==> src/sas_regs.vh <==
// Purpose: register map, field positions, reset values and timing counts
//          for the successive-approximation converter sequencer
// Assumes: 32-bit APB, one register per aligned word
// Notes:   definitions only
`ifndef SAS_REGS_VH
`define SAS_REGS_VH

// ----------------------------------------------------------------------
// register byte offsets
// ----------------------------------------------------------------------
`define SAS_MODE_OFS      12'h000
`define SAS_CHAN_OFS      12'h004
`define SAS_PINCFG_OFS    12'h008
`define SAS_PORTDIR_OFS   12'h00C
`define SAS_RESULT_OFS    12'h010
`define SAS_FLAG_OFS      12'h014
`define SAS_MASK_OFS      12'h018
`define SAS_STATUS_OFS    12'h01C

// ----------------------------------------------------------------------
// mode register fields
// ----------------------------------------------------------------------
`define SAS_MODE_ENABLE   0
`define SAS_MODE_TIME_LO  1
`define SAS_MODE_TIME_HI  5
`define SAS_MODE_START    7
`define SAS_MODE_WMASK    8'hBF

// ----------------------------------------------------------------------
// reset values
// ----------------------------------------------------------------------
`define SAS_MODE_RST      8'h00
`define SAS_CHAN_RST      3'h0
`define SAS_PINCFG_RST    8'h00
`define SAS_PORTDIR_RST   8'hFF
`define SAS_RESULT_RST    8'h00
`define SAS_MASK_RST      1'b1

// ----------------------------------------------------------------------
// timing
// ----------------------------------------------------------------------
`define SAS_CLK_NS        100
`define SAS_SAMPLE_STEPS  4
`define SAS_BITS          8

`endif

==> src/sas_sequencer.v <==
// Purpose: control logic of an 8-bit successive-approximation converter
// Assumes: APB slave, comparator and sample switch are analog macros outside
// Notes:   all outputs registered; one comparator decision per step tick
//
// Chosen here: the APB slave port and the placing of the registers.
`timescale 1ns/1ps
`include "sas_regs.vh"

module sas_sequencer (
  input  wire        pclk,             // peripheral clock, 10 MHz
  input  wire        presetn,          // async reset, active low
  input  wire        psel,             // apb select
  input  wire        penable,          // apb access phase
  input  wire        pwrite,           // apb direction
  input  wire [11:0] paddr,            // apb byte address
  input  wire [31:0] pwdata,           // apb write data
  output reg  [31:0] prdata,           // apb read data
  output reg         pready,           // apb ready
  output reg         pslverr,          // apb error, unmapped address
  input  wire        comp_out,         // comparator: held input >= tap
  output reg         comparator_on,    // comparator power
  output reg         sample_on,        // sample switch closed
  output reg  [7:0]  tap_code,         // resistor-string tap select
  output reg  [2:0]  analog_channel,   // input multiplexer select
  output reg  [7:0]  analog_pin_cfg,   // pin analog/digital select
  output reg  [7:0]  port_dir,         // pin direction, 1 = input
  output reg         conversion_end_irq // request flag, gated off while mask is set
);

  // ----------------------------------------------------------------------
  // states
  // ----------------------------------------------------------------------
  localparam ST_IDLE   = 2'h0;
  localparam ST_SAMPLE = 2'h1;
  localparam ST_TRIAL  = 2'h2;
  localparam ST_STORE  = 2'h3;

  // ----------------------------------------------------------------------
  // registers
  // ----------------------------------------------------------------------
  reg  [7:0] converter_mode_reg;
  reg  [2:0] channel_select_reg;
  reg  [7:0] approximation_reg;
  reg  [7:0] conversion_result_reg;
  reg        conversion_irq_flag;
  reg        conversion_irq_mask;
  reg  [1:0] state_q;
  reg  [2:0] bit_q;
  reg  [2:0] samp_q;
  reg        pend_q;
  reg  [7:0] pend_val_q;
  reg        clr_q;

  wire       wr_en;
  wire       rd_en;
  wire       wr_mode;
  wire       wr_chan;
  wire       wr_pin;
  wire       wr_ctrl;
  wire       rd_result;
  wire       tick;
  wire       start;
  wire       done;
  wire [7:0] trial;

  // one-hot mask for the current trial bit
  function [7:0] bit_mask;
    input [2:0] idx;
    begin
      bit_mask = 8'h01 << idx;
    end
  endfunction

  // ----------------------------------------------------------------------
  // bus decode
  // ----------------------------------------------------------------------
  assign wr_en     = psel & penable & pwrite;
  assign rd_en     = psel & penable & ~pwrite;
  assign wr_mode   = wr_en & (paddr == `SAS_MODE_OFS);
  assign wr_chan   = wr_en & (paddr == `SAS_CHAN_OFS);
  assign wr_pin    = wr_en & (paddr == `SAS_PINCFG_OFS);
  assign wr_ctrl   = wr_mode | wr_chan | wr_pin;
  assign rd_result = rd_en & (paddr == `SAS_RESULT_OFS);
  assign start     = converter_mode_reg[`SAS_MODE_START];
  assign done      = (state_q == ST_TRIAL) & tick & (bit_q == 3'h0);
  assign trial     = approximation_reg & ~bit_mask(bit_q) | (comp_out ? bit_mask(bit_q) : 8'h00);

  // step pacing from the time-select field
  sas_step_timer #(
    .SEL_W (5)
  ) u_timer (
    .pclk     (pclk),
    .presetn  (presetn),
    .clr      (clr_q),
    .time_sel (converter_mode_reg[`SAS_MODE_TIME_HI:`SAS_MODE_TIME_LO]),
    .tick     (tick)
  );

  // ----------------------------------------------------------------------
  // software registers
  // ----------------------------------------------------------------------
  always @(posedge pclk or negedge presetn) begin
    if (!presetn) begin
      converter_mode_reg  <= `SAS_MODE_RST;
      channel_select_reg  <= `SAS_CHAN_RST;
      analog_pin_cfg      <= `SAS_PINCFG_RST;
      port_dir            <= `SAS_PORTDIR_RST;
      conversion_irq_mask <= `SAS_MASK_RST;
    end else if (wr_en) begin
      if (paddr == `SAS_MODE_OFS) begin
        converter_mode_reg <= pwdata[7:0] & `SAS_MODE_WMASK;
      end else if (paddr == `SAS_CHAN_OFS) begin
        channel_select_reg <= pwdata[2:0];
      end else if (paddr == `SAS_PINCFG_OFS) begin
        analog_pin_cfg <= pwdata[7:0];
      end else if (paddr == `SAS_PORTDIR_OFS) begin
        port_dir <= pwdata[7:0];
      end else if (paddr == `SAS_MASK_OFS) begin
        conversion_irq_mask <= pwdata[0];
      end
    end
  end

  // ----------------------------------------------------------------------
  // sequencer
  // ----------------------------------------------------------------------
  // a control write restarts the pacing timer a cycle later; a tick due in the write cycle still ends the first step
  always @(posedge pclk or negedge presetn) begin
    if (!presetn) begin
      state_q           <= ST_IDLE;
      approximation_reg <= 8'h00;
      bit_q             <= 3'h7;
      samp_q            <= 3'h0;
      clr_q             <= 1'b1;
    end else begin
      clr_q <= 1'b0;
      if (wr_mode & ~pwdata[`SAS_MODE_START]) begin
        state_q <= ST_IDLE;
        clr_q   <= 1'b1;
      end else if (wr_ctrl) begin
        // abandoned; restart from sampling if start will be set
        state_q <= (wr_mode ? pwdata[`SAS_MODE_START] : start) ? ST_SAMPLE : ST_IDLE;
        samp_q  <= 3'h0;
        clr_q   <= 1'b1;
      end else begin
        case (state_q)
          ST_IDLE: begin
            if (start) begin
              state_q <= ST_SAMPLE;
              samp_q  <= 3'h0;
              clr_q   <= 1'b1;
            end
          end
          ST_SAMPLE: begin
            if (tick) begin
              if (samp_q == (`SAS_SAMPLE_STEPS - 1)) begin
                state_q           <= ST_TRIAL;
                approximation_reg <= 8'h80;
                bit_q             <= 3'h7;
              end else begin
                samp_q <= samp_q + 3'h1;
              end
            end
          end
          ST_TRIAL: begin
            if (tick) begin
              if (bit_q == 3'h0) begin
                approximation_reg <= trial;
                state_q           <= ST_STORE;
              end else begin
                // keep or drop this bit, then try the next one
                approximation_reg <= trial | bit_mask(bit_q - 3'h1);
                bit_q             <= bit_q - 3'h1;
              end
            end
          end
          default: begin
            state_q <= start ? ST_SAMPLE : ST_IDLE;
            samp_q  <= 3'h0;
            clr_q   <= 1'b1;
          end
        endcase
      end
    end
  end

  // ----------------------------------------------------------------------
  // result store and request flag
  // ----------------------------------------------------------------------
  // the store is the cycle after the last trial; a clash with a result
  // read defers it one cycle, a clash with a control write cancels it
  always @(posedge pclk or negedge presetn) begin
    if (!presetn) begin
      conversion_result_reg <= `SAS_RESULT_RST;
      conversion_irq_flag   <= 1'b0;
      pend_q                <= 1'b0;
      pend_val_q            <= 8'h00;
    end else begin
      if (pend_q) begin
        conversion_result_reg <= pend_val_q;
        pend_q                <= 1'b0;
      end else if ((state_q == ST_STORE) & ~wr_ctrl) begin
        if (rd_result) begin
          pend_q     <= 1'b1;
          pend_val_q <= approximation_reg;
        end else begin
          conversion_result_reg <= approximation_reg;
        end
      end
      // hardware set wins over software clear; channel writes leave it
      if ((state_q == ST_STORE) & ~wr_ctrl) begin
        conversion_irq_flag <= 1'b1;
      end else if (wr_en & (paddr == `SAS_FLAG_OFS) & ~pwdata[0]) begin
        conversion_irq_flag <= 1'b0;
      end
    end
  end

  // ----------------------------------------------------------------------
  // analog side outputs
  // ----------------------------------------------------------------------
  always @(posedge pclk or negedge presetn) begin
    if (!presetn) begin
      comparator_on      <= 1'b0;
      sample_on          <= 1'b0;
      tap_code           <= 8'h00;
      analog_channel     <= 3'h0;
      conversion_end_irq <= 1'b0;
    end else begin
      comparator_on      <= converter_mode_reg[`SAS_MODE_ENABLE];
      sample_on          <= (state_q == ST_SAMPLE);
      tap_code           <= approximation_reg;
      analog_channel     <= channel_select_reg;
      conversion_end_irq <= conversion_irq_flag & ~conversion_irq_mask;
    end
  end

  // ----------------------------------------------------------------------
  // apb answer, zero wait states
  // ----------------------------------------------------------------------
  always @(posedge pclk or negedge presetn) begin
    if (!presetn) begin
      prdata  <= 32'h00000000;
      pready  <= 1'b0;
      pslverr <= 1'b0;
    end else begin
      pready  <= psel & ~penable;
      pslverr <= 1'b0;
      prdata  <= 32'h00000000;
      if (psel & ~penable) begin
        if (paddr == `SAS_MODE_OFS) begin
          prdata <= {24'h000000, converter_mode_reg};
        end else if (paddr == `SAS_CHAN_OFS) begin
          prdata <= {29'h00000000, channel_select_reg};
        end else if (paddr == `SAS_PINCFG_OFS) begin
          prdata <= {24'h000000, analog_pin_cfg};
        end else if (paddr == `SAS_PORTDIR_OFS) begin
          prdata <= {24'h000000, port_dir};
        end else if (paddr == `SAS_RESULT_OFS) begin
          prdata <= {24'h000000, conversion_result_reg};
        end else if (paddr == `SAS_FLAG_OFS) begin
          prdata <= {31'h00000000, conversion_irq_flag};
        end else if (paddr == `SAS_MASK_OFS) begin
          prdata <= {31'h00000000, conversion_irq_mask};
        end else if (paddr == `SAS_STATUS_OFS) begin
          prdata <= {27'h0000000, bit_q, state_q};
        end else begin
          pslverr <= 1'b1;
        end
      end
    end
  end

endmodule

==> src/sas_step_timer.v <==
// Purpose: step pacing counter for the converter sequencer
// Assumes: pclk runs free; clear restarts the count
// Notes:   step length grows with the time-select field
`timescale 1ns/1ps

module sas_step_timer #(
  parameter SEL_W = 5
) (
  input  wire             pclk,     // peripheral clock
  input  wire             presetn,  // async reset, active low
  input  wire             clr,      // restart count
  input  wire [SEL_W-1:0] time_sel, // time-select field
  output reg              tick      // one-cycle step pulse
);

  reg  [SEL_W+1:0] cnt_q;
  wire [SEL_W+1:0] limit;

  // step length is (field + 1) * 2 cycles, never below two cycles
  assign limit = {1'b0, time_sel, 1'b1};

  // ----------------------------------------------------------------------
  // counter
  // ----------------------------------------------------------------------
  always @(posedge pclk or negedge presetn) begin
    if (!presetn) begin
      cnt_q <= {(SEL_W+2){1'b0}};
      tick  <= 1'b0;
    end else if (clr) begin
      cnt_q <= {(SEL_W+2){1'b0}};
      tick  <= 1'b0;
    end else if (cnt_q == limit) begin
      cnt_q <= {(SEL_W+2){1'b0}};
      tick  <= 1'b1;
    end else begin
      cnt_q <= cnt_q + {{(SEL_W+1){1'b0}}, 1'b1};
      tick  <= 1'b0;
    end
  end

endmodule
==> config.mk <==
export PLATFORM = sky130hd
export DESIGN_NAME = sas_sequencer
export DESIGN_NICKNAME = d
export VERILOG_FILES = /design/src/sas_sequencer.v /design/src/sas_step_timer.v
export VERILOG_INCLUDE_DIRS = /design/src
export SDC_FILE = /design/constraint.sdc
export NUM_CORES = 1
export LEC_CHECK = 0
export ABC_AREA = 1
export BUFFER_PORTS_ARGS = -buffer_cell sky130_fd_sc_hd__buf_2
export CORE_MARGIN = 5
export CORE_UTILIZATION = 55
export CTS_CLUSTER_SIZE = 12
export DETAILED_ROUTE_END_ITERATION = 8
export PLACE_DENSITY = 0.81
export SYNTH_ARGS = -nofsm -noshare
export SYNTH_HDL_FRONTEND = slang
export SYNTH_SLANG_ARGS = --single-unit
export TNS_END_PERCENT = 30
==> constraint.sdc <==
create_clock -name pclk -period 3.3 [get_ports pclk]
set_input_delay 0.165 -clock pclk [delete_from_list [all_inputs] [get_ports pclk]]
set_output_delay 0.165 -clock pclk [all_outputs]
set_load 0.02 [all_outputs]
==> reports/qor.txt <==
PWR
---------------------------------------------------------------------------
Cell Pwr Density .............................................  635 nW/um^2
Worst supply voltage drop on vdd .............................     0.285 mV
Leakage ......................................................      2.89 nW
PnR Total Power ..............................................      3.46 mW

TIMING
---------------------------------------------------------------------------
Final-report setup violation count ...........................            0
Slew HR ......................................................        0.409
Tightest Pin Transition ......................................     0.887 ns
Shortest clock period the worst path allows after layout .....      2.25 ns
Fraction of the cycle the final worst path needs .............        0.682
Setup repair after global routing missed its margin ..........           no
Total Negative Setup Slacks ..................................         0 ns
Maximum operating frequency ..................................      444 MHz
Setup WS post-layout .........................................      1.05 ns
Hold Violations, Final .......................................            0
Final number of max-transition violations ....................            0
Worst setup skew after layout ................................    0.0135 ns

GRT
---------------------------------------------------------------------------
Routing usage on met2 ........................................        0.346
Global-route layer with the greatest usage ...................         met2
Wire length of the first global-routing pass .................      18.8 mm
Met3 global-route usage ......................................       0.0397
Via count of the first global-routing pass ...................        4,034
Overall routing resource usage ...............................        0.208
Met1 usage ...................................................        0.271
Maximum number of pins on one net before global-route repair .           73
Antenna violations before repair .............................            0
Total congestion overflow ....................................            0

CELLS AND AREA
---------------------------------------------------------------------------
Antenna cells ................................................            0
Final nets ...................................................          731
Area used by multi-input combinational logic .................   2090 sq um
Synth-to-Final Area Change ...................................        11.6%
FF/Latch Area ................................................   2370 sq um
Share of cells above drive strength 1 ........................        0.182
Fillers ......................................................          745
Final design area excluding fillers ..........................   5450 sq um

SETUP PATH
---------------------------------------------------------------------------
Cell type of the slowest stage on the worst timing path ......      dfrtp_1
Crit path kind ...............................................   reg -> reg
Critical path launch point type ..............................         flop
CP required ..................................................      3.58 ns
Critical path's largest stage delay ..........................      0.48 ns
Critical Path Fanout Max .....................................           11
Data arrival, critical path ..................................      2.53 ns
Capturing element type of the critical path ..................         flop
List of cells traversed by the critical path ................. inv_1 -> ha_1 -> inv_1 -> a21oi_1 -> nor3_1 -> nand3_1 -> o21ai_0
Most frequent CP cell ........................................        inv_1

CTS
---------------------------------------------------------------------------
CTS-repair resized insts .....................................            0
Deepest clock path buffer count ..............................            2
Number of CTS-inserted buffers ...............................            9
H-tree lvl count .............................................            3
Clock tree sinks .............................................           94
Clock transition at path regs ................................      0.09 ns
Latest clock arrival within the worst-skew pair ..............      0.37 ns
Library cell used as clock root buffer .......................     clkbuf_8
TritonCTS clock tree .........................................          yes

ROUTE
---------------------------------------------------------------------------
DR vias ......................................................        4,141
Starting DRC count in detailed routing .......................          315
Detailed-route wire length ...................................      11.2 mm
Detailed-route wire length per cell ..........................      14.4 um
Number of remaining DRC errors ...............................            0
First-pass DRT Iterations ....................................            5
Post-route ant nets ..........................................            0
Drt via density ..............................................         5.31

LOGIC SYNTHESIS
---------------------------------------------------------------------------
Predominant post-synthesis flop cell .........................      dfrtp_1
Mean post-synth cell area ....................................   8.15 sq um
Synth top area share .........................................        0.415
Synthesis-stage register bit count ...........................           94
Sequential fraction of the synthesis area ....................        0.485
Post-synth EDFFs .............................................            0
Netlist area before placement ................................   4880 sq um
Leading post-synthesis cells by cell area .................... dfrtp_1 (42%), nand2_1 (13%), dfstp_2 (7.0%)
Library cell with the largest summed area after synthesis ....      dfrtp_1
FFs w/ async S/R, synth ......................................         1.00
Number of instances in the synthesized netlist ...............          599
Yosys cell types .............................................           38
Ys Warns .....................................................            0

FLOORPLAN
---------------------------------------------------------------------------
Chip Width ...................................................       104 um
Initial Utilization ..........................................        0.562
Area of the die .............................................. 10,900 sq um
Vert. Die Dim ................................................       104 um
Number of standard-cell rows in the floorplan ................           34
Placeable core region ........................................   8680 sq um
I/O pin cnt ..................................................          114

JOB
---------------------------------------------------------------------------
Number of max-cap violations .................................            0

PLACED DESIGN
---------------------------------------------------------------------------
Post-Place Worst Slack .......................................      1.08 ns
Half-perimeter wire length after detailed placement ..........      8.13 mm
GPL Wtd Cong .................................................        0.897
Instance area at placement ...................................   5200 sq um
Number of buffers inserted by port buffering .................           65

STATUS
---------------------------------------------------------------------------
Run status ...................................................    completed

WORST HOLD PATH
---------------------------------------------------------------------------
HP Class .....................................................    in -> reg

[layout by cell type, fill, tap and decap left out, drive strengths merged, types with 2 or more instances in the layout]
cell	instances
a21oi	12
a311oi	2
a31oi	2
buf	66
bufinv	3
clkbuf	11
clkinv	2
conb	24
dfrtp	81
dfstp	13
ha	14
inv	71
nand2	177
nand3	48
nand4	4
nor2	50
nor3	5
o211ai	5
o21ai	68
o22ai	2
or2	3
xor2	2
[routing by layer]
layer,up-vias,part of all wire
met5,-,0
met4,0,0.018
met3,23,0.071
met2,169,0.50
met1,1944,0.41
li1,2005,-
[cells by family after synthesis]
family | after synthesis | share of synthesized area
fa+ha+maj | 14 | 0.0359
xor+xnor | 3 | 0.00538
compound gates | 95 | 0.114
other cells | 1 | 0.000768
flops | 94 | 0.485
buf+inv | 104 | 0.103
simple gates | 288 | 0.256
[synthesized netlist by cell type (4+ instances only)]
cell        n
nor3_1      5
o21ai_1     9
o21ai_2     8
nand3_1    44
nor2_1     46
a21oi_1    12
o211ai_1    5
nand2_1   170
nor2_2      4
ha_1       14
inv_1      68
nand4_1     4
nand2_4     5
buf_4      24
dfrtp_1    81
clkbuf_1    5
o21ai_0    50
dfstp_2    13
[where the power goes]
group / internal (mW) / switching (mW)
Combinational: 0.335 / 0.715
Clock: 0.508 / 0.407
Sequential: 1.35 / 0.147
[stage by stage]
stage	std cells	hold WS (ns)	utilization
floorplan	622	-0.131	-
global placement	763	0.332	0.599
detailed placement	763	0.346	0.599
CTS	780	0.0258	0.628
global route	780	0.0356	0.628
finish	780	0.0336	0.628
[area by class of cell]
type / instances / area share
clock buffers: 11 / 0.0241
clock inverters: 5 / 0.0197
inverters: 71 / 0.0489
multi-input cells: 424 / 0.384
flip-flops and latches: 94 / 0.435
well taps: 108 / 0.0248
repair buffers: 67 / 0.0634
[critical path, delay by kind of cell, from the launching register on]
kind | cells | cell delay (ns)
and+or+nand+nor | 2 | 0.64
AOI/OAI and AO/OA | 2 | 0.34
buffers and inverters | 2 | 0.33
DFF | 1 | 0.48
adders and majority gates | 1 | 0.35
[worst paths after layout]
kind / cells after the start / slack, ns / from / to
hold reg to reg: 0 / 0.41 / approximation_reg[0] / tap_code[0]
max in group asynchronous: 3 / 2.00 / presetn / approximation_reg[4]
setup / recovery: 7 / 1.05 / state_q[0] / bit_q[1]
min in group asynchronous: 2 / 0.46 / presetn / conversion_result_reg[1]
hold / removal: 3 / 0.03 / pwdata[6] / port_dir[6]
setup reg to reg: 7 / 1.05 / state_q[0] / bit_q[1]
[timing repair]
item,CTS,global route
hold buffers,1,0
setup buffers,0,0
hold endpoints to repair,58,0
Power figures use the tool's default switching activity.
